==> src/hw/irq_ctrl_params.svh <==
// Constants of the vectored interrupt controller: offsets, fields,
// reset values, vectors and timing counts.
// Assumes inclusion by bare name from any design file.
`ifndef IRQ_CTRL_PARAMS_SVH
`define IRQ_CTRL_PARAMS_SVH
// Register byte offsets on the APB.
`define REG_EXT_CTRL 12'h000
`define REG_SYS_STAT 12'h004
`define REG_PENDING 12'h008
// Field positions of the status register.
`define STAT_FLAG 0
`define STAT_IRQ_EN 1
`define STAT_PEND 2
// Field positions of the external control register.
`define CTRL_POL_FIRST 8
`define CTRL_POL_SECOND 9
// Reset values.
`define EXT_CTRL_RESET 10'h000
`define SYNC_RESET 5'h0f
// Vector addresses, even byte of each pair.
`define VEC_TIME_BASE 16'hfff8
`define VEC_EXT0 16'hfff6
`define VEC_EXT1 16'hfff4
`define VEC_EXT2 16'hfff2
`define VEC_EXT3 16'hfff0
`define VEC_TIMER_A 16'hffea
`define VEC_TIMER_B 16'hffe8
`define VEC_SUPPLY 16'hffe4
// Source positions in priority order, highest first.
`define SRC_TIME_BASE 3'h0
`define SRC_TIMER_A 3'h5
`define SRC_TIMER_B 3'h6
`define SRC_SUPPLY 3'h7
// Reset delays in CPU cycles.
`define DELAY_SHORT 13'h0100
`define DELAY_LONG 13'h1000
`endif

==> src/hw/irq_ctrl_pkg.sv <==
// Types shared by the interrupt controller files.
// Assumes nothing of its surroundings.
package irq_ctrl_pkg;
  // Sensitivity codes of one external line.
  typedef enum logic [1:0] {
    SENSE_FALL_LOW = 2'h0,
    SENSE_RISE = 2'h1,
    SENSE_FALL = 2'h2,
    SENSE_BOTH = 2'h3
  } sense_t;
  // Supply-warning start-up states.
  typedef enum logic [1:0] {
    WARN_HOLD = 2'h1,
    WARN_RUN = 2'h2
  } warn_state_t;
endpackage

==> src/hw/ext_sense_if.sv <==
// Carrier between the controller and one external line detector.
// Assumes both ends run on the same clock.
`timescale 1ns/1ns
interface ext_sense_if;
  logic level; // Filtered pin level.
  logic [1:0] code; // Sensitivity field of the line.
  logic pol; // Polarity bit steering the level mode.
  logic hit; // Event seen this cycle.
  modport det (input level, code, pol, output hit);
  modport ctl (output level, code, pol, input hit);
endinterface

==> src/hw/ext_event_detect.sv <==
// Edge and level detector for one external interrupt line.
// Assumes a level already synchronised to pclk.
`timescale 1ns/1ns
module ext_event_detect #(
  parameter bit HIGH_OPT = 1'b0
) (
  // Clock and reset.
  input wire logic pclk,
  input wire logic presetn,
  // Line carrier.
  ext_sense_if.det s
);
  // ****************************************
  // Edge detection
  // ****************************************
  logic prev; // Level seen on the last edge.

  // Keeps the previous level for edge detection.
  always_ff @(posedge pclk or negedge presetn) begin
    if (!presetn) begin
      prev <= 1'b1;
    end else begin
      prev <= s.level;
    end
  end

  // Decodes the selected sensitivity into a hit.
  always_comb begin
    case (irq_ctrl_pkg::sense_t'(s.code))
      irq_ctrl_pkg::SENSE_RISE: s.hit = s.level & ~prev;
      irq_ctrl_pkg::SENSE_FALL: s.hit = ~s.level & prev;
      irq_ctrl_pkg::SENSE_BOTH: s.hit = s.level ^ prev;
      default: begin
        // Level mode: high level only where offered.
        if (HIGH_OPT && s.pol) begin
          s.hit = s.level;
        end else begin
          s.hit = ~s.level;
        end
      end
    endcase
  end
endmodule

==> src/hw/vectored_irq.sv <==
// Vectored interrupt controller with external sense and supply warning.
// Assumes an APB master on pclk and a CPU that pulses vec_fetch.
`timescale 1ns/1ns
`include "irq_ctrl_params.svh"
module vectored_irq (
  // Clock and reset.
  input wire logic pclk,
  input wire logic presetn,
  // APB slave.
  input wire logic psel,
  input wire logic penable,
  input wire logic pwrite,
  input wire logic [11:0] paddr,
  input wire logic [31:0] pwdata,
  output logic [31:0] prdata,
  output logic pready,
  output logic pslverr,
  // Interrupt sources.
  input wire logic time_base_irq,
  input wire logic timer_a_irq,
  input wire logic timer_b_irq,
  input wire logic [3:0] ext_pin,
  input wire logic supply_warning_detector,
  // Options and power modes.
  input wire logic low_voltage_reset_detector,
  input wire logic long_reset_delay,
  input wire logic flash_variant,
  input wire logic halt_mode,
  input wire logic active_halt_mode,
  // CPU vector port.
  input wire logic vec_fetch,
  output logic irq_req,
  output logic [15:0] irq_vector,
  output logic irq_wake
);
  // ****************************************
  // Declarations
  // ****************************************
  logic [4:0] sync1, sync2, sync3; // Pin synchroniser stages.
  logic [4:0] filt; // Levels accepted once stages two and three agree.
  logic [9:0] ext_ctrl; // Sensitivity fields and polarity bits.
  logic [3:0] hits; // Detector outputs.
  logic [3:0] ext_pend; // External request latches, readable in the pending register.
  logic warn_en; // Warning interrupt enable.
  logic warn_pend; // Warning request latch.
  logic warn_prev; // Flag value at the last edge.
  logic warn_flag; // Live warning flag.
  logic [12:0] warn_cnt; // Reset delay counter.
  irq_ctrl_pkg::warn_state_t warn_state; // Start-up state.
  logic [7:0] pend; // All requests in priority order.
  logic [2:0] sel; // Winning source.
  logic [2:0] irq_src; // Source now presented.
  logic apb_wr; // Write takes effect this edge.
  logic ctrl_wr, stat_wr, ctrl_change, warn_en_rise, warn_toggle;
  logic [3:0] fetch_ext; // Fetch aimed at an external latch.
  logic [12:0] delay_max; // Selected reset delay.
  default disable iff (!presetn); // Assertions rest while in reset.

  // ****************************************
  // Pin synchronisation
  // ****************************************
  // Three stages; a change counts when stages two and three agree.
  always_ff @(posedge pclk or negedge presetn) begin
    if (!presetn) begin
      sync1 <= `SYNC_RESET;
      sync2 <= `SYNC_RESET;
      sync3 <= `SYNC_RESET;
      filt <= `SYNC_RESET;
    end else begin
      sync1 <= {supply_warning_detector, ext_pin};
      sync2 <= sync1;
      sync3 <= sync2;
      filt <= (sync2 & sync3) | (filt & (sync2 | sync3));
    end
  end

  // ****************************************
  // APB decoding
  // ****************************************
  assign apb_wr = psel & penable & pready & pwrite;
  assign ctrl_wr = apb_wr && (paddr == `REG_EXT_CTRL);
  assign stat_wr = apb_wr && (paddr == `REG_SYS_STAT);
  assign ctrl_change = ctrl_wr && (pwdata[9:0] != ext_ctrl);
  assign warn_en_rise = stat_wr && pwdata[`STAT_IRQ_EN] && !warn_en;

  // Ready rises for one cycle in each access phase.
  always_ff @(posedge pclk or negedge presetn) begin
    if (!presetn) begin
      pready <= 1'b0;
    end else begin
      pready <= psel & ~penable;
    end
  end

  // Read data and error are captured in the setup cycle.
  always_ff @(posedge pclk or negedge presetn) begin
    if (!presetn) begin
      prdata <= 32'h0;
      pslverr <= 1'b0;
    end else if (psel && !penable) begin
      pslverr <= 1'b0;
      if (paddr == `REG_EXT_CTRL) begin
        prdata <= {22'h0, ext_ctrl};
      end else if (paddr == `REG_SYS_STAT) begin
        // Flag reads live and is never written.
        prdata <= {29'h0, warn_pend, warn_en, warn_flag};
      end else if (paddr == `REG_PENDING) begin
        prdata <= {7'h0, irq_req, pend, irq_vector};
      end else begin
        // Unmapped address answers zero with an error.
        prdata <= 32'h0;
        pslverr <= 1'b1;
      end
    end
  end

  // Control register; software masks the CPU first.
  always_ff @(posedge pclk or negedge presetn) begin
    if (!presetn) begin
      ext_ctrl <= `EXT_CTRL_RESET;
    end else if (ctrl_wr) begin
      ext_ctrl <= pwdata[9:0];
    end
  end

  // Warning enable bit.
  always_ff @(posedge pclk or negedge presetn) begin
    if (!presetn) begin
      warn_en <= 1'b0;
    end else if (stat_wr) begin
      warn_en <= pwdata[`STAT_IRQ_EN];
    end
  end

  // ****************************************
  // External lines
  // ****************************************
  ext_sense_if sense [3:0] ();

  // One detector per line; each sees its own field.
  for (genvar g = 0; g < 4; g++) begin : gen_line
    assign sense[g].level = filt[g];
    assign sense[g].code = ext_ctrl[2*g +: 2];
    assign sense[g].pol = (g == 0) ? ext_ctrl[`CTRL_POL_FIRST] :
                          ext_ctrl[`CTRL_POL_SECOND];
    assign hits[g] = sense[g].hit;
    ext_event_detect #(
      .HIGH_OPT((g == 0) || (g == 2))
    ) u_det (
      .pclk(pclk),
      .presetn(presetn),
      .s(sense[g])
    );
  end

  // Fetch clears the presented external latch.
  always_comb begin
    fetch_ext = 4'h0;
    if (vec_fetch && irq_req && irq_src >= 3'h1 && irq_src <= 3'h4) begin
      fetch_ext[irq_src[1:0] - 2'h1] = 1'b1;
    end
  end

  // Latches: a changed control value clears them first.
  always_ff @(posedge pclk or negedge presetn) begin
    if (!presetn) begin
      ext_pend <= 4'h0;
    end else if (ctrl_change) begin
      ext_pend <= 4'h0;
    end else begin
      ext_pend <= (ext_pend & ~fetch_ext) | hits;
    end
  end

  // ****************************************
  // Supply warning
  // ****************************************
  assign warn_flag = filt[4] & low_voltage_reset_detector;
  assign delay_max = long_reset_delay ? `DELAY_LONG : `DELAY_SHORT;
  assign warn_toggle = (warn_state == irq_ctrl_pkg::WARN_RUN) &&
                       (warn_flag != warn_prev);

  // Holds off toggles for the reset delay after reset.
  always_ff @(posedge pclk or negedge presetn) begin
    if (!presetn) begin
      warn_state <= irq_ctrl_pkg::WARN_HOLD;
      warn_cnt <= 13'h0;
    end else begin
      case (warn_state)
        irq_ctrl_pkg::WARN_HOLD: begin
          warn_cnt <= warn_cnt + 13'h1;
          if (warn_cnt >= delay_max - 13'h1) begin
            warn_state <= irq_ctrl_pkg::WARN_RUN;
          end
        end
        default: warn_state <= irq_ctrl_pkg::WARN_RUN;
      endcase
    end
  end

  // Remembers the flag for toggle detection.
  always_ff @(posedge pclk or negedge presetn) begin
    if (!presetn) begin
      warn_prev <= 1'b0;
    end else begin
      warn_prev <= warn_flag;
    end
  end

  // Request on toggle or on enabling; set wins over fetch.
  always_ff @(posedge pclk or negedge presetn) begin
    if (!presetn) begin
      warn_pend <= 1'b0;
    end else if (!low_voltage_reset_detector) begin
      warn_pend <= 1'b0;
    end else if (warn_en_rise || (warn_en && warn_toggle)) begin
      warn_pend <= 1'b1;
    end else if (vec_fetch && irq_req && irq_src == `SRC_SUPPLY) begin
      warn_pend <= 1'b0;
    end
  end

  // ****************************************
  // Priority and vectors
  // ****************************************
  assign pend = {warn_pend, timer_b_irq, timer_a_irq, ext_pend,
                 time_base_irq};

  // Lowest set position wins.
  always_comb begin
    sel = 3'h0;
    for (int i = 7; i >= 0; i--) begin
      if (pend[i]) begin
        sel = 3'(i);
      end
    end
  end

  // Presents the winner and its vector.
  always_ff @(posedge pclk or negedge presetn) begin
    if (!presetn) begin
      irq_req <= 1'b0;
      irq_src <= 3'h0;
      irq_vector <= `VEC_TIME_BASE;
    end else begin
      irq_req <= |pend;
      irq_src <= sel;
      case (sel)
        3'h0: irq_vector <= `VEC_TIME_BASE;
        3'h1: irq_vector <= `VEC_EXT0;
        3'h2: irq_vector <= `VEC_EXT1;
        3'h3: irq_vector <= `VEC_EXT2;
        3'h4: irq_vector <= `VEC_EXT3;
        3'h5: irq_vector <= `VEC_TIMER_A;
        3'h6: irq_vector <= `VEC_TIMER_B;
        default: irq_vector <= `VEC_SUPPLY;
      endcase
    end
  end

  // Wake from halt or active-halt; timers and warning never wake.
  always_ff @(posedge pclk or negedge presetn) begin
    if (!presetn) begin
      irq_wake <= 1'b0;
    end else if (halt_mode) begin
      irq_wake <= time_base_irq | (|ext_pend);
    end else if (active_halt_mode) begin
      irq_wake <= time_base_irq | (~flash_variant & (|ext_pend));
    end else begin
      irq_wake <= 1'b0;
    end
  end

  // ****************************************
  // Assertions
  // ****************************************
  tb_vector_a: assert property (@(posedge pclk)
    time_base_irq |=> irq_req && irq_vector == `VEC_TIME_BASE)
    else $error("time base not presented first");
  ext_vector_a: assert property (@(posedge pclk)
    pend == 8'h10 |=> irq_vector == `VEC_EXT3)
    else $error("fourth line vector wrong");
  timer_wake_a: assert property (@(posedge pclk)
    (pend[4:0] == 5'h0 && !ctrl_change) |=> !irq_wake)
    else $error("timer or warning woke the device");
  supply_last_a: assert property (@(posedge pclk)
    pend == 8'h80 |=> irq_src == `SRC_SUPPLY && irq_vector == `VEC_SUPPLY)
    else $error("warning vector wrong");
  flash_halt_a: assert property (@(posedge pclk)
    (active_halt_mode && !halt_mode && flash_variant && !time_base_irq)
    |=> !irq_wake)
    else $error("active-halt woken by other source");
  ctrl_clear_a: assert property (@(posedge pclk)
    ctrl_change |=> ext_pend == 4'h0)
    else $error("pending lines not cleared");
  warn_off_a: assert property (@(posedge pclk)
    !low_voltage_reset_detector |=> !warn_pend)
    else $error("warning active without detector");
  warn_hold_a: assert property (@(posedge pclk)
    (warn_state == irq_ctrl_pkg::WARN_HOLD && !warn_en_rise && !warn_pend)
    |=> !warn_pend)
    else $error("warning raised during reset delay");
  warn_enable_a: assert property (@(posedge pclk)
    (warn_en_rise && low_voltage_reset_detector) |=> warn_pend)
    else $error("enabling gave no warning request");
endmodule

==> config.mk <==
export PLATFORM = sky130hd
export DESIGN_NAME = vectored_irq
export DESIGN_NICKNAME = d
export VERILOG_FILES = /design/src/hw/irq_ctrl_pkg.sv /design/src/hw/ext_sense_if.sv /design/src/hw/ext_event_detect.sv /design/src/hw/vectored_irq.sv
export VERILOG_INCLUDE_DIRS = /design/src /design/src/hw
export SDC_FILE = /design/constraint.sdc
export NUM_CORES = 1
export LEC_CHECK = 0
export BUFFER_PORTS_ARGS = -buffer_cell sky130_fd_sc_hd__buf_2
export CORE_MARGIN = 2
export CORE_UTILIZATION = 35
export CTS_CLUSTER_SIZE = 16
export DETAILED_ROUTE_END_ITERATION = 8
export GPL_TIMING_DRIVEN = 1
export PLACE_DENSITY_LB_ADDON = 0.3
export RECOVER_POWER = 100
export SYNTH_ARGS = -nofsm -noshare
export SYNTH_HDL_FRONTEND = slang
export SYNTH_SLANG_ARGS = --single-unit
==> constraint.sdc <==
create_clock -name pclk -period 4.82 [get_ports pclk]
set_input_delay 0.964 -clock pclk [delete_from_list [all_inputs] [get_ports pclk]]
set_output_delay 0.964 -clock pclk [all_outputs]
set_load 0.02 [all_outputs]
After elaboration in Yosys (flattened, before gate mapping)
Index checks and enable logic that the tools add are counted.
Cells by class
  $add $sub $neg: 3
  magnitude comparators: 5
  equality and inequality tests: 27
  multiplexer cells: 33
  bitwise gates (word level): 37
  reductions and logical operators: 20
Operator list (count)
  $mux 25: 3
  $pmux 5 s7: 1
  $mux 3: 8
  $eq 2x2->1 const B: 9
  $and 1x1->1: 14
  $add 13x1->13 const B: 1
  $ge 13x13->1: 1
  $logic_and 1x1->1: 13
  $mux 13: 1
  $sub 13x1->13 const B: 1
  $eq 12x3->1 const B: 1
  $eq 12x4->1 const B: 1
  $eq 3x3->1 const B: 4
  $logic_not 12->1: 1
  $pmux 1 s3: 4
  $mux 1: 11
  $and 5x5->5: 2
  $eq 2x1->1 const B: 5
  $ne 10x10->1: 1
  $not 1->1: 10
  $or 5x5->5: 2
  $mux 4: 2
  $reduce_or 8->1: 1
  $eq 3x2->1 const B: 2
  20 further kinds: 26
Storage, ports and cells
  register bits: 111
  input bits: 63
  logic and storage cells: 147

Longest topological paths before layout
Gate-level depths: netlist (run 1).
  depth in word-level cells: 10
  depth in mapped cells: 6

Hierarchy
A second synthesis (run 1) with hierarchy kept.
Unflattened totals
  cells, all modules: 329
  area, all modules: 4078.9 µm²
Modules (own cells, without submodules)
  vectored_irq: times used 1, cells each 299, area each 3721.1 µm², sequential area each 2100.8 µm²
  ext_event_detect (gen_line[0].u_det ...): times used 2, cells each 8, area each 93.8 µm², sequential area each 26.3 µm²
  ext_event_detect (gen_line[1].u_det ...): times used 2, cells each 7, area each 85.1 µm², sequential area each 26.3 µm²

Worst setup path after synthesis (run 1)
Ideal clock, no wire load.
  path type: input-to-reg
  start point: input port paddr[1]
  end point: register ext_ctrl[1]
  setup time: 0.125 ns
  data arrival time: 2.197 ns
  path slack: 2.498 ns
  cell stages on the path: 5
  path through: nor4_4 nand4b_1 nor3_2 buf_4 mux2_2
Between the ends
  word-level cells in the longest chain between the ends: 2
Ends and longest elaborated chain
  start, declared: RTL line vectored_irq.sv:13  | input wire logic [11:0] paddr,
  $logic_not 12->1 (no line)
  $logic_and 1x1->1: RTL line vectored_irq.sv:81  | assign ctrl_wr = apb_wr && (paddr == `REG_EXT_CTRL);
  end signal, assigned: RTL line vectored_irq.sv:120  | ext_ctrl <= `EXT_CTRL_RESET;
  end signal, assigned: RTL line vectored_irq.sv:122  | ext_ctrl <= pwdata[9:0];
  end, declared: RTL line vectored_irq.sv:41  | logic [9:0] ext_ctrl;
No other way between the ends.
A chain may end at the register's enable or synchronous reset.

Worst setup path after layout (run 1)
  start point: input port paddr[9]
  end point: register ext_pend[3]
Between the ends
  word-level cells in the longest chain between the ends: 4
Ends and longest elaborated chain
  $logic_not 12->1 (no line)
  $logic_and 1x1->1: RTL line vectored_irq.sv:81
  $logic_and 1x1->1: RTL line vectored_irq.sv:83  | assign ctrl_change = ctrl_wr && (pwdata[9:0] != ext_ctrl);
  $mux 4: RTL line vectored_irq.sv:168  | end else if (ctrl_change) begin
  end signal, assigned: RTL line vectored_irq.sv:171  | ext_pend <= (ext_pend & ~fetch_ext) | hits;
  end, declared: RTL line vectored_irq.sv:43  | logic [3:0] ext_pend;
No other way between the ends.

==> results of run 1 <==
[power breakdown]
group | internal (W) | total, W | switching (W)
combinational | 0.0000396 | 0.000114 | 0.0000743
sequential | 0.000763 | 0.000780 | 0.0000174
clock | 0.000466 | 0.000730 | 0.000265
total | 0.00127 | 0.00162 | 0.000356
[kinds of logic (layout without fill, tap and decap cells)]
| logic type | count (synthesis) | count (layout) |
|---|---|---|
| and+or+nand+nor | 94 | 94 |
| xor gates and xnor gates | 26 | 26 |
| other | 2 | 19 |
| buffers and inverters | 50 | 110 |
| AOI/OAI and AO/OA | 48 | 48 |
| muxes | 17 | 17 |
| DFF | 87 | 87 |
| adders and majority gates | 18 | 18 |
[registers in the layout, indices dropped and copies added, names as in the netlist, 2 cells and up]
register	cells
ext_ctrl	10
ext_pend	4
filt	5
gen_line.u_det.prev	4
irq_src	3
irq_vector	4
prdata	20
sync1	5
sync2	5
sync3	5
warn_cnt	13
warn_state	2
[metal layers]
metal  vias to the layer above  global-route usage [%]  part of all wire [%]
met2                        63                    20.9                    48
met3                         8                    4.26                   5.6
met1                      1283                    17.2                    45
met5                         -                       0                  0.17
met4                         2                    4.69                  0.93
li1                       1279                       -                     -
[cell usage in the layout, fill, tap and decap left out, drive strengths merged, types with 3 or more instances in the layout]
| cell type | count |
|---|---|
| nand3b | 3 |
| nor4 | 5 |
| xor2 | 14 |
| nand2 | 28 |
| o31ai | 3 |
| inv | 19 |
| nor3 | 7 |
| nor2 | 22 |
| mux4 | 3 |
| a22o | 9 |
| dfrtp | 64 |
| conb | 19 |
| buf | 38 |
| clkbuf | 49 |
| o21ai | 6 |
| maj3 | 5 |
| nand3 | 5 |
| ha | 13 |
| xnor2 | 12 |
| a221oi | 4 |
| nand2b | 6 |
| dfstp | 23 |
| a21oi | 15 |
| mux2 | 12 |
| nand4 | 7 |
[final timing paths]
path | cells after the start | slack [ps] | end
worst max-delay path | 6 | 1330 | ext_pend[3]$_DFF_PN0_
worst min-delay path | 0 | 350 | sync2[4]$_DFF_PN0_
worst max register to register | 4 | 2330 | ext_pend[3]$_DFF_PN0_
worst min register to register | 0 | 350 | sync2[4]$_DFF_PN0_
max in group asynchronous | 2 | 1630 | warn_state[0]$_DFFE_PN1P_
min in group asynchronous | 1 | 1550 | ext_ctrl[2]$_DFFE_PN0P_
[per-stage QoR]
stage	power, W	setup slack, ps
6_report	0.00162	1330
5_1_grt	0.00170	987
2_1_floorplan	0.000868	2500
3_5_place_dp	0.000915	1590
4_1_cts	0.00166	1960
3_3_place_gp	0.000910	1650
[layout make-up]
class                           count  area [µm²]  area share (%)
Clock inverter                      4        68.8            1.48
Multi-Input combinational cell    222        1550            33.3
Timing Repair Buffer               75         332            7.13
Sequential cell                    87        2210            47.4
Tap cell                          143         179            3.85
Clock buffer                       12         246            5.30
Inverter                           19        71.3            1.53
==> impl_metrics.csv, run 1 <==
group,metric,value,unit
synth,synth-adder-area-share,5.29,%
synth,yosys.area.top_type,"dfrtp_1",
clock_tree,clk_pin_slew,60,ps
synth,synth_flop_cell,"dfrtp_1",
pwr,power.leakage,2.16,nW
sta,fin_skew,5.86,ps
critical_path,crit_chain,"buf_2 > nor4_1 > nand4b_1 > nor3_1 > a21boi_0 > nor2_1",
critical_path,path_max_fanout,11,
finish,drive_gt1_share,21.0,%
pwr,p_per_area,349,nW/µm²
placed_design,gp_congestion,0.821,
grt,antenna_found_initial,1,
sta,hold_slack,351,ps
route,viasPerCell,4.69,
die,die-width,111,µm
synth,yosys.area_share.simple,13.0,%
route,vias,2635,
die,die_area,12400,µm²
placed_design,place_hpwl,5640,µm
hold_path,holdCritStartpoint,"sync1[4]$_DFF_PN0_",
synth,avgSynthCellArea,11.8,µm²
grt,grt_pass1_wl,13100,µm
sta,tightest_slew,2830,ps
status,violations,"max-capacitance violations, max-slew violations",
critical_path,worst-path-buf-inv,1,
sta,fin_crit_sh,72.5,%
synth,synthCells,342,
critical_path,cp.required,5020,ps
clock_tree,max-clock-path-buffers,2,
sta,fin_tns_setup,0,ps
sta,hold_violations,0,
finish,n_antenna_cell,0,
finish,fin_nets,490,
synth,yosys_warnings,0,
hold_path,hp-class,"reg -> reg",
synth,synth_common_cells,"64 x dfrtp_1, 28 x nand2_1, 25 x buf_4",
synth,syn_area,4020,µm²
clock_tree,cts_sinks,87,
critical_path,crit_path_start,"paddr[9]",
synth,synth.area.top_cells,"dfrtp_1 40%, dfstp_2 15%, buf_4 4.7%",
clock_tree,ctsHoldBuffers,0,
synth,synth_top_area_share,39.8,%
synth,synth.area.mux_share,5.53,%
die,die_y,111,µm
critical_path,path_class,"in -> reg",
job,drv_cap,3,
clock_tree,numCtsBuffers,9,
sta,fmax,286,MHz
synth,synth.distinct_cells,49,
critical_path,endpoint_kind,"register",
clock_tree,cts_setup_buffers,0,
die,core_area,11300,µm²
finish,utilization,41.1,%
die,rows,39,
critical_path,cp_slowest_stage_delay,1260,ps
grt,grt_pass1_vias,2610,
clock_tree,cts_tree,"done",
synth,synth_edf_count,0,
placed_design,dpl_cell_area,4420,µm²
synth,synth_compound_area_share,8.05,%
clock_tree,clockRootBuffer,"clkbuf_16",
sta,slew_violations,74,
finish,instances_no_fill,562,
placed_design,dpl.cell_count,546,
clock_tree,htree_levels,3,
sta,rsz0062_at_grt,"false",
die,start_util,35.5,%
route,ant_nets,0,
synth,synth_top_family_by_area,"simple AND/OR/NAND/NOR gates",
die,io_pins,115,
sta,relSlewSlack,-88.8,%
synth,async_flop_share,100,%
sta,setup_viol,0,
pwr,vdd_drop_max,0.000214,V
grt,grt_overflow,0,
critical_path,r2r_start,"pready$_DFF_PN0_",
synth,synth-xor-area-share,5.66,%
finish,areaGrowthSynthToFinish,15.6,%
placed_design,io_buffers,73,
synth,synth.most_common_cell,"dfrtp_1",
finish,num-fill-cells,1119,
synth,synth-seq-cells,87,
critical_path,setup.worst_path.start_class,"input port",
critical_path,crit_slowest_cell,"nor3_1",
grt,grt_max_degree,55,
route,drt-initial-drc-count,82,
sta,fin_crit,3490,ps
clock_tree,cts_resized,0,
critical_path,cp_top_family,"simple AND/OR/NAND/NOR gates",
status,status,"complete, but fails checks",
route,wirelength,7770,µm
route,drtPass1Iterations,4,
grt,track_usage,13.3,%
route,wl_per_cell,13.8,µm
finish,fin_area,4650,µm²
synth,ys_seq_area_share,54.8,%
clock_tree,worstSkewPairLatency,330,ps
critical_path,cp.arrival,3690,ps
route,drc,0,
No activity file was read; power rests on OpenSTA's default activity.
==> inputs of run 2 (changes only) <==
- clock period: 4.82 -> 3 ns (I/O delays scaled with it)
==> run 2 against run 1 <==
The flow still finishes with violations (max-capacitance violations, max-slew violations). Clock power is 59% higher. Final area is 0.62% higher. Hold slack better by 9.8 ps. Power is 60% higher. Sequential share of layout area is 0.29 points lower. Critical path depth is 1 higher. Register-to-register slack worse by 1200 ps. Wire length is 1.6% higher. Highest routed layer unchanged.
==> impl_metrics.csv, run 2 (same netlist as run 1, synthesis figures left out) <==
group,metric,value,unit
finish,largest_register_ffs,20,
sta,fin_tns_setup,0,ps
sta,rsz0062_at_grt,"false",
status,violations,"max-capacitance violations, max-slew violations",
route,drc,0,
die,die-width,111,µm
clock_tree,htree_levels,3,
critical_path,cp.arrival,2560,ps
grt,grt_max_degree,55,
route,vias,2658,
die,die_area,12400,µm²
die,io_pins,115,
clock_tree,worstSkewPairLatency,340,ps
route,wl_per_cell,14.0,µm
route,wirelength,7890,µm
sta,tightest_slew,1890,ps
sta,hold_violations,0,
clock_tree,ctsHoldBuffers,0,
finish,areaGrowthSynthToFinish,16.3,%
clock_tree,numCtsBuffers,9,
sta,hold_slack,361,ps
clock_tree,clk_pin_slew,60,ps
die,start_util,35.5,%
route,viasPerCell,4.71,
finish,final_common_cell,"dfrtp_1",
finish,num-fill-cells,1103,
clock_tree,max-clock-path-buffers,2,
critical_path,reg2regPathDepth,5,
critical_path,r2r_start,"warn_state[0]$_DFFE_PN1P_",
critical_path,path_max_fanout,17,
route,ant_nets,0,
clock_tree,cts_setup_buffers,0,
grt,antenna_found_initial,1,
sta,relSlewSlack,-26.1,%
job,drv_cap,1,
pwr,vdd_drop_max,0.000207,V
pwr,p_per_area,556,nW/µm²
finish,largestRegisters,"prdata: 20 flops, warn_cnt: 13 flops, ext_ctrl: 10 flops",
finish,drive_gt1_share,21.1,%
finish,mostFrequentLayoutCells,"64 x dfrtp_1, 39 x clkbuf_1, 39 x buf_2",
route,dr_wl_met3,429,µm
finish,fin_nets,492,
hold_path,holdPathStages,0,
finish,multi_input_area,1560,µm²
sta,slew_violations,34,
route,drtPass1Iterations,4,
route,drt-initial-drc-count,109,
status,status,"complete, but fails checks",
die,core_area,11300,µm²
sta,fin_skew,8.70,ps
die,rows,39,
critical_path,setup.worst_path.start_class,"input port",
placed_design,place_hpwl,5770,µm
grt,track_usage,13.7,%
critical_path,worstReg2RegEnd,"warn_cnt[10]$_DFFE_PN0N_",
clock_tree,clockRootBuffer,"clkbuf_16",
clock_tree,cts_resized,0,
grt,grt_pass1_vias,2713,
hold_path,hp-class,"reg -> reg",
finish,n_antenna_cell,0,
clock_tree,cts_sinks,87,
finish,regMostFlops,"prdata",
placed_design,gp_congestion,0.835,
critical_path,endpoint_kind,"register",
sta,setup_viol,0,
route,top_layer,"met5",
grt,grt_pass1_wl,13300,µm
sta,fmax,436,MHz
pwr,power.leakage,2.18,nW
route,dr_wl_met2,3800,µm
finish,seqCellArea,2210,µm²
critical_path,regToRegSetupSlack,1170,ps
finish,utilization,41.3,%
grt,grt_overflow,0,
clock_tree,cts_tree,"done",
sta,fin_crit_sh,76.4,%
critical_path,cp.required,3270,ps
route,wl_met1,3460,µm
die,die_y,111,µm
sta,fin_crit,2290,ps
hold_path,whs_endpoint,"sync2[2]$_DFF_PN1_",
placed_design,io_buffers,73,
hold_path,holdCritStartpoint,"sync1[2]$_DFF_PN1_",
critical_path,path_class,"in -> reg",
[run 2: report_power, final]
part	total, W	leakage [nW]	switching (W)	internal, W
Clock	0.00116	0.147	0.000433	0.000729
Sequential	0.00125	1.07	0.0000286	0.00122
Combinational	0.000187	0.957	0.000121	0.0000661
[run 2: layout make-up]
type	instances	area share, %
Sequential cell	87	47.1
Multi-Input combinational cell	222	33.3
Timing Repair Buffer	77	7.65
Clock buffer	12	5.05
Tap cell	143	3.82
Clock inverter	4	1.55
Inverter	19	1.52
[run 2: worst max path at each step]
stage                     startpoint                       to  slack [ps]
after CTS                   paddr[9]    ext_pend[3]$_DFF_PN0_         950
after detailed placement    paddr[9]    ext_pend[0]$_DFF_PN0_         590
after global routing        paddr[9]    prdata[3]$_DFFE_PN0P_         380
after floorplan             paddr[1]  ext_ctrl[1]$_DFFE_PN0P_        1040
after global placement      paddr[9]    ext_pend[0]$_DFF_PN0_         600
final                       paddr[9]    prdata[4]$_DFFE_PN0P_         710
[run 2: per-layer routing]
metal	track usage, %	up-vias
li1	-	1285
met5	0	-
met4	6.67	2
met2	22.3	64
met3	3.34	14
met1	17.1	1293
[run 2: critical path, stage by stage]
cell	delay (ps)
buf_2	100
nor4_1	370
nand3_1	260
nor4b_4	290
clkbuf_1	680
a22oi_1	140
nand2_1	110
[run 2: through the flow]
step / cell area, µm² / power, W / std cells / worst slack, ps
floorplan: 4090 / 0.00140 / 359 / 1040
global placement: 4450 / 0.00147 / 548 / 596
detailed placement: 4450 / 0.00147 / 548 / 590
CTS: 4760 / 0.00265 / 564 / 946
global route: 4680 / 0.00272 / 564 / 377
finish: 4680 / 0.00260 / 564 / 708
==> inputs of run 3 (changes only) <==
- ABC_AREA: unset -> 1
- clock period: 3 -> 2.1 ns (I/O delays scaled with it)
==> run 3 against run 2 <==
Clock power increased by 59%. Wire length increased by 14%. Non-clock buffer count increased by 1. Largest cell class unchanged. The run now ends clean. Critical path depth decreased by 1. Core utilization decreased by 0.14 points. Via count increased by 20%. Register-to-register slack got worse by 770 ps. Count of clock-buffer cells in the layout decreased by 1. Worst setup slack got worse by 300 ps.
==> impl_metrics.csv, run 3 <==
group,metric,value,unit
sta,fin_skew,7.49,ps
sta,hold_violations,0,
grt,grt_pass1_vias,3024,
synth,synth_edf_count,0,
route,wl_per_cell,13.2,µm
synth,synth_flop_cell,"dfrtp_1",
sta,slew_violations,0,
die,io_pins,115,
grt,grt_pass1_wl,14600,µm
synth,avgSynthCellArea,9.38,µm²
clock_tree,max-clock-path-buffers,2,
die,start_util,35.7,%
critical_path,path_class,"reg -> reg",
sta,fin_tns_setup,0,ps
finish,largest_register_ffs,20,
critical_path,cp.arrival,1920,ps
clock_tree,cts_resized,0,
die,die-width,114,µm
critical_path,cp.required,2320,ps
route,vias,3179,
die,die_area,13000,µm²
synth,synth_top_area_share,37.7,%
clock_tree,numCtsBuffers,9,
finish,regMostFlops,"prdata",
grt,grt_max_degree,52,
synth,async_flop_share,100,%
die,die_y,114,µm
synth,yosys.area.top_type,"dfrtp_1",
pwr,vdd_drop_max,0.000293,V
pwr,p_per_area,808,nW/µm²
sta,fmax,590,MHz
finish,num-fill-cells,1200,
finish,fin_nets,605,
finish,mostFrequentLayoutCells,"83 x nand2_1, 64 x dfrtp_1, 60 x inv_1",
clock_tree,cts_sinks,87,
synth,ys_seq_area_share,51.9,%
synth,synth-seq-cells,87,
sta,fin_crit,1700,ps
clock_tree,clockRootBuffer,"clkbuf_16",
pwr,power.leakage,2.39,nW
synth,synth.most_common_cell,"nand2_1",
placed_design,place_hpwl,6600,µm
sta,fin_crit_sh,80.7,%
job,drv_cap,0,
die,core_area,11900,µm²
clock_tree,clk_pin_slew,60,ps
placed_design,io_buffers,73,
critical_path,cp_slowest_stage_delay,510,ps
route,viasPerCell,4.67,
route,drtPass1Iterations,6,
placed_design,dpl.cell_count,664,
synth,synth.area.top_cells,"dfrtp_1 38%, dfstp_2 14%, nand2_1 7.3%",
finish,final_common_cell,"nand2_1",
critical_path,setup.worst_path.start_class,"register",
synth,syn_area,4250,µm²
route,drc,0,
critical_path,worst-path-buf-inv,1,
status,status,"complete, no violations",
grt,antenna_found_initial,0,
finish,areaGrowthSynthToFinish,15.5,%
sta,tightest_slew,705,ps
sta,setup_viol,0,
sta,rsz0062_at_grt,"false",
die,rows,40,
route,wirelength,8990,µm
critical_path,crit_chain,"inv_1 > nor2_4 > nand2_1 > nor3_1 > nand3_1 > xor2_1",
clock_tree,cts_tree,"done",
grt,track_usage,14.5,%
critical_path,endpoint_kind,"register",
critical_path,cp_top_family,"simple AND/OR/NAND/NOR gates",
route,ant_nets,0,
finish,n_antenna_cell,0,
clock_tree,worstSkewPairLatency,340,ps
critical_path,path_max_fanout,8,
finish,largestRegisters,"prdata: 20 flops, warn_cnt: 13 flops, ext_ctrl: 10 flops",
sta,relSlewSlack,53.0,%
synth,synth.distinct_cells,37,
synth,yosys_warnings,0,
route,drt-initial-drc-count,132,
hold_path,hp-class,"in -> reg",
finish,instances_no_fill,681,
synth,synth_common_cells,"83 x nand2_1, 64 x dfrtp_1, 58 x inv_1",
critical_path,crit_slowest_cell,"dfstp_2",
grt,grt_overflow,0,
placed_design,gp_congestion,0.793,
clock_tree,htree_levels,3,
synth,synthCells,453,
finish,drive_gt1_share,16.9,%
==> run 3: final timing paths <==
path | start | slack, ps | end | cells after the start
setup reg to reg | warn_state[0]$_DFFE_PN1P_ | 400 | warn_cnt[10]$_DFFE_PN0N_ | 6
min in group asynchronous | presetn | 510 | ext_ctrl[5]$_DFFE_PN0P_ | 2
hold / removal | ext_pin[1] | 180 | sync1[1]$_DFF_PN1_ | 1
max in group asynchronous | presetn | 570 | prdata[3]$_DFFE_PN0P_ | 3
setup / recovery | warn_state[0]$_DFFE_PN1P_ | 400 | warn_cnt[10]$_DFFE_PN0N_ | 6
hold reg to reg | sync1[4]$_DFF_PN0_ | 350 | sync2[4]$_DFF_PN0_ | 0
==> run 3: where the power goes <==
| group | total [W] | switching, W | internal, W | leakage, nW |
|---|---|---|---|---|
| registers | 0.00181 | 0.0000466 | 0.00176 | 1.07 |
| logic | 0.000314 | 0.000217 | 0.0000972 | 1.14 |
| clock network | 0.00184 | 0.000645 | 0.00120 | 0.170 |
==> run 3: kinds of logic after synthesis <==
kind of cell,share of synthesized area [%]
buffers and inverters,11.1
XOR/XNOR,3.50
other,0.177
AO/OA/AOI/OAI,7.83
AND/OR/NAND/NOR,20.4
flip-flops,51.9
adder cells (fa/ha/maj),5.01
==> run 3: final cells by class <==
type | instances | area, µm² | share of cell area (%)
Inverter | 63 | 238 | 4.84
Tap cell | 147 | 184 | 3.75
Clock buffer | 11 | 243 | 4.95
Timing Repair Buffer | 78 | 358 | 7.29
Clock inverter | 5 | 104 | 2.12
Sequential cell | 87 | 2210 | 45.0
Multi-Input combinational cell | 290 | 1580 | 32.1
==> run 3: repair_timing <==
action,in CTS,in global routing
buffers inserted,0,0
hold buffers,1,0
hold endpoints to repair,2,0
==> run 3: metal layers <==
layer	global-route usage (%)	up-vias	routed length (µm)
li1	-	1557	-
met1	17.1	1524	3850
met2	24.6	82	4480
met3	4.50	16	439
met4	6.10	0	215
met5	0	-	0
==> run 3: worst reg2reg max path: cells and delay by family (launching register included) <==
kind          cells  cell delay (ps)
flops             1              510
simple gates      4              860
buf+inv           1               60
xor+xnor          1              170
==> run 3: per-stage QoR <==
stage / area (µm²) / hold slack, ps / power (W) / utilization (%) / setup WS [ps]
5_1_grt: 4910 / 155 / 0.00415 / 41.2 / 259
6_report: 4910 / 179 / 0.00397 / 41.2 / 405
3_5_place_dp: 4680 / 341 / 0.00217 / 39.3 / 340
4_1_cts: 5030 / 161 / 0.00405 / 42.2 / 598
3_3_place_gp: 4680 / 335 / 0.00216 / 39.3 / 383
2_1_floorplan: 4310 / 124 / 0.00205 / - / 641
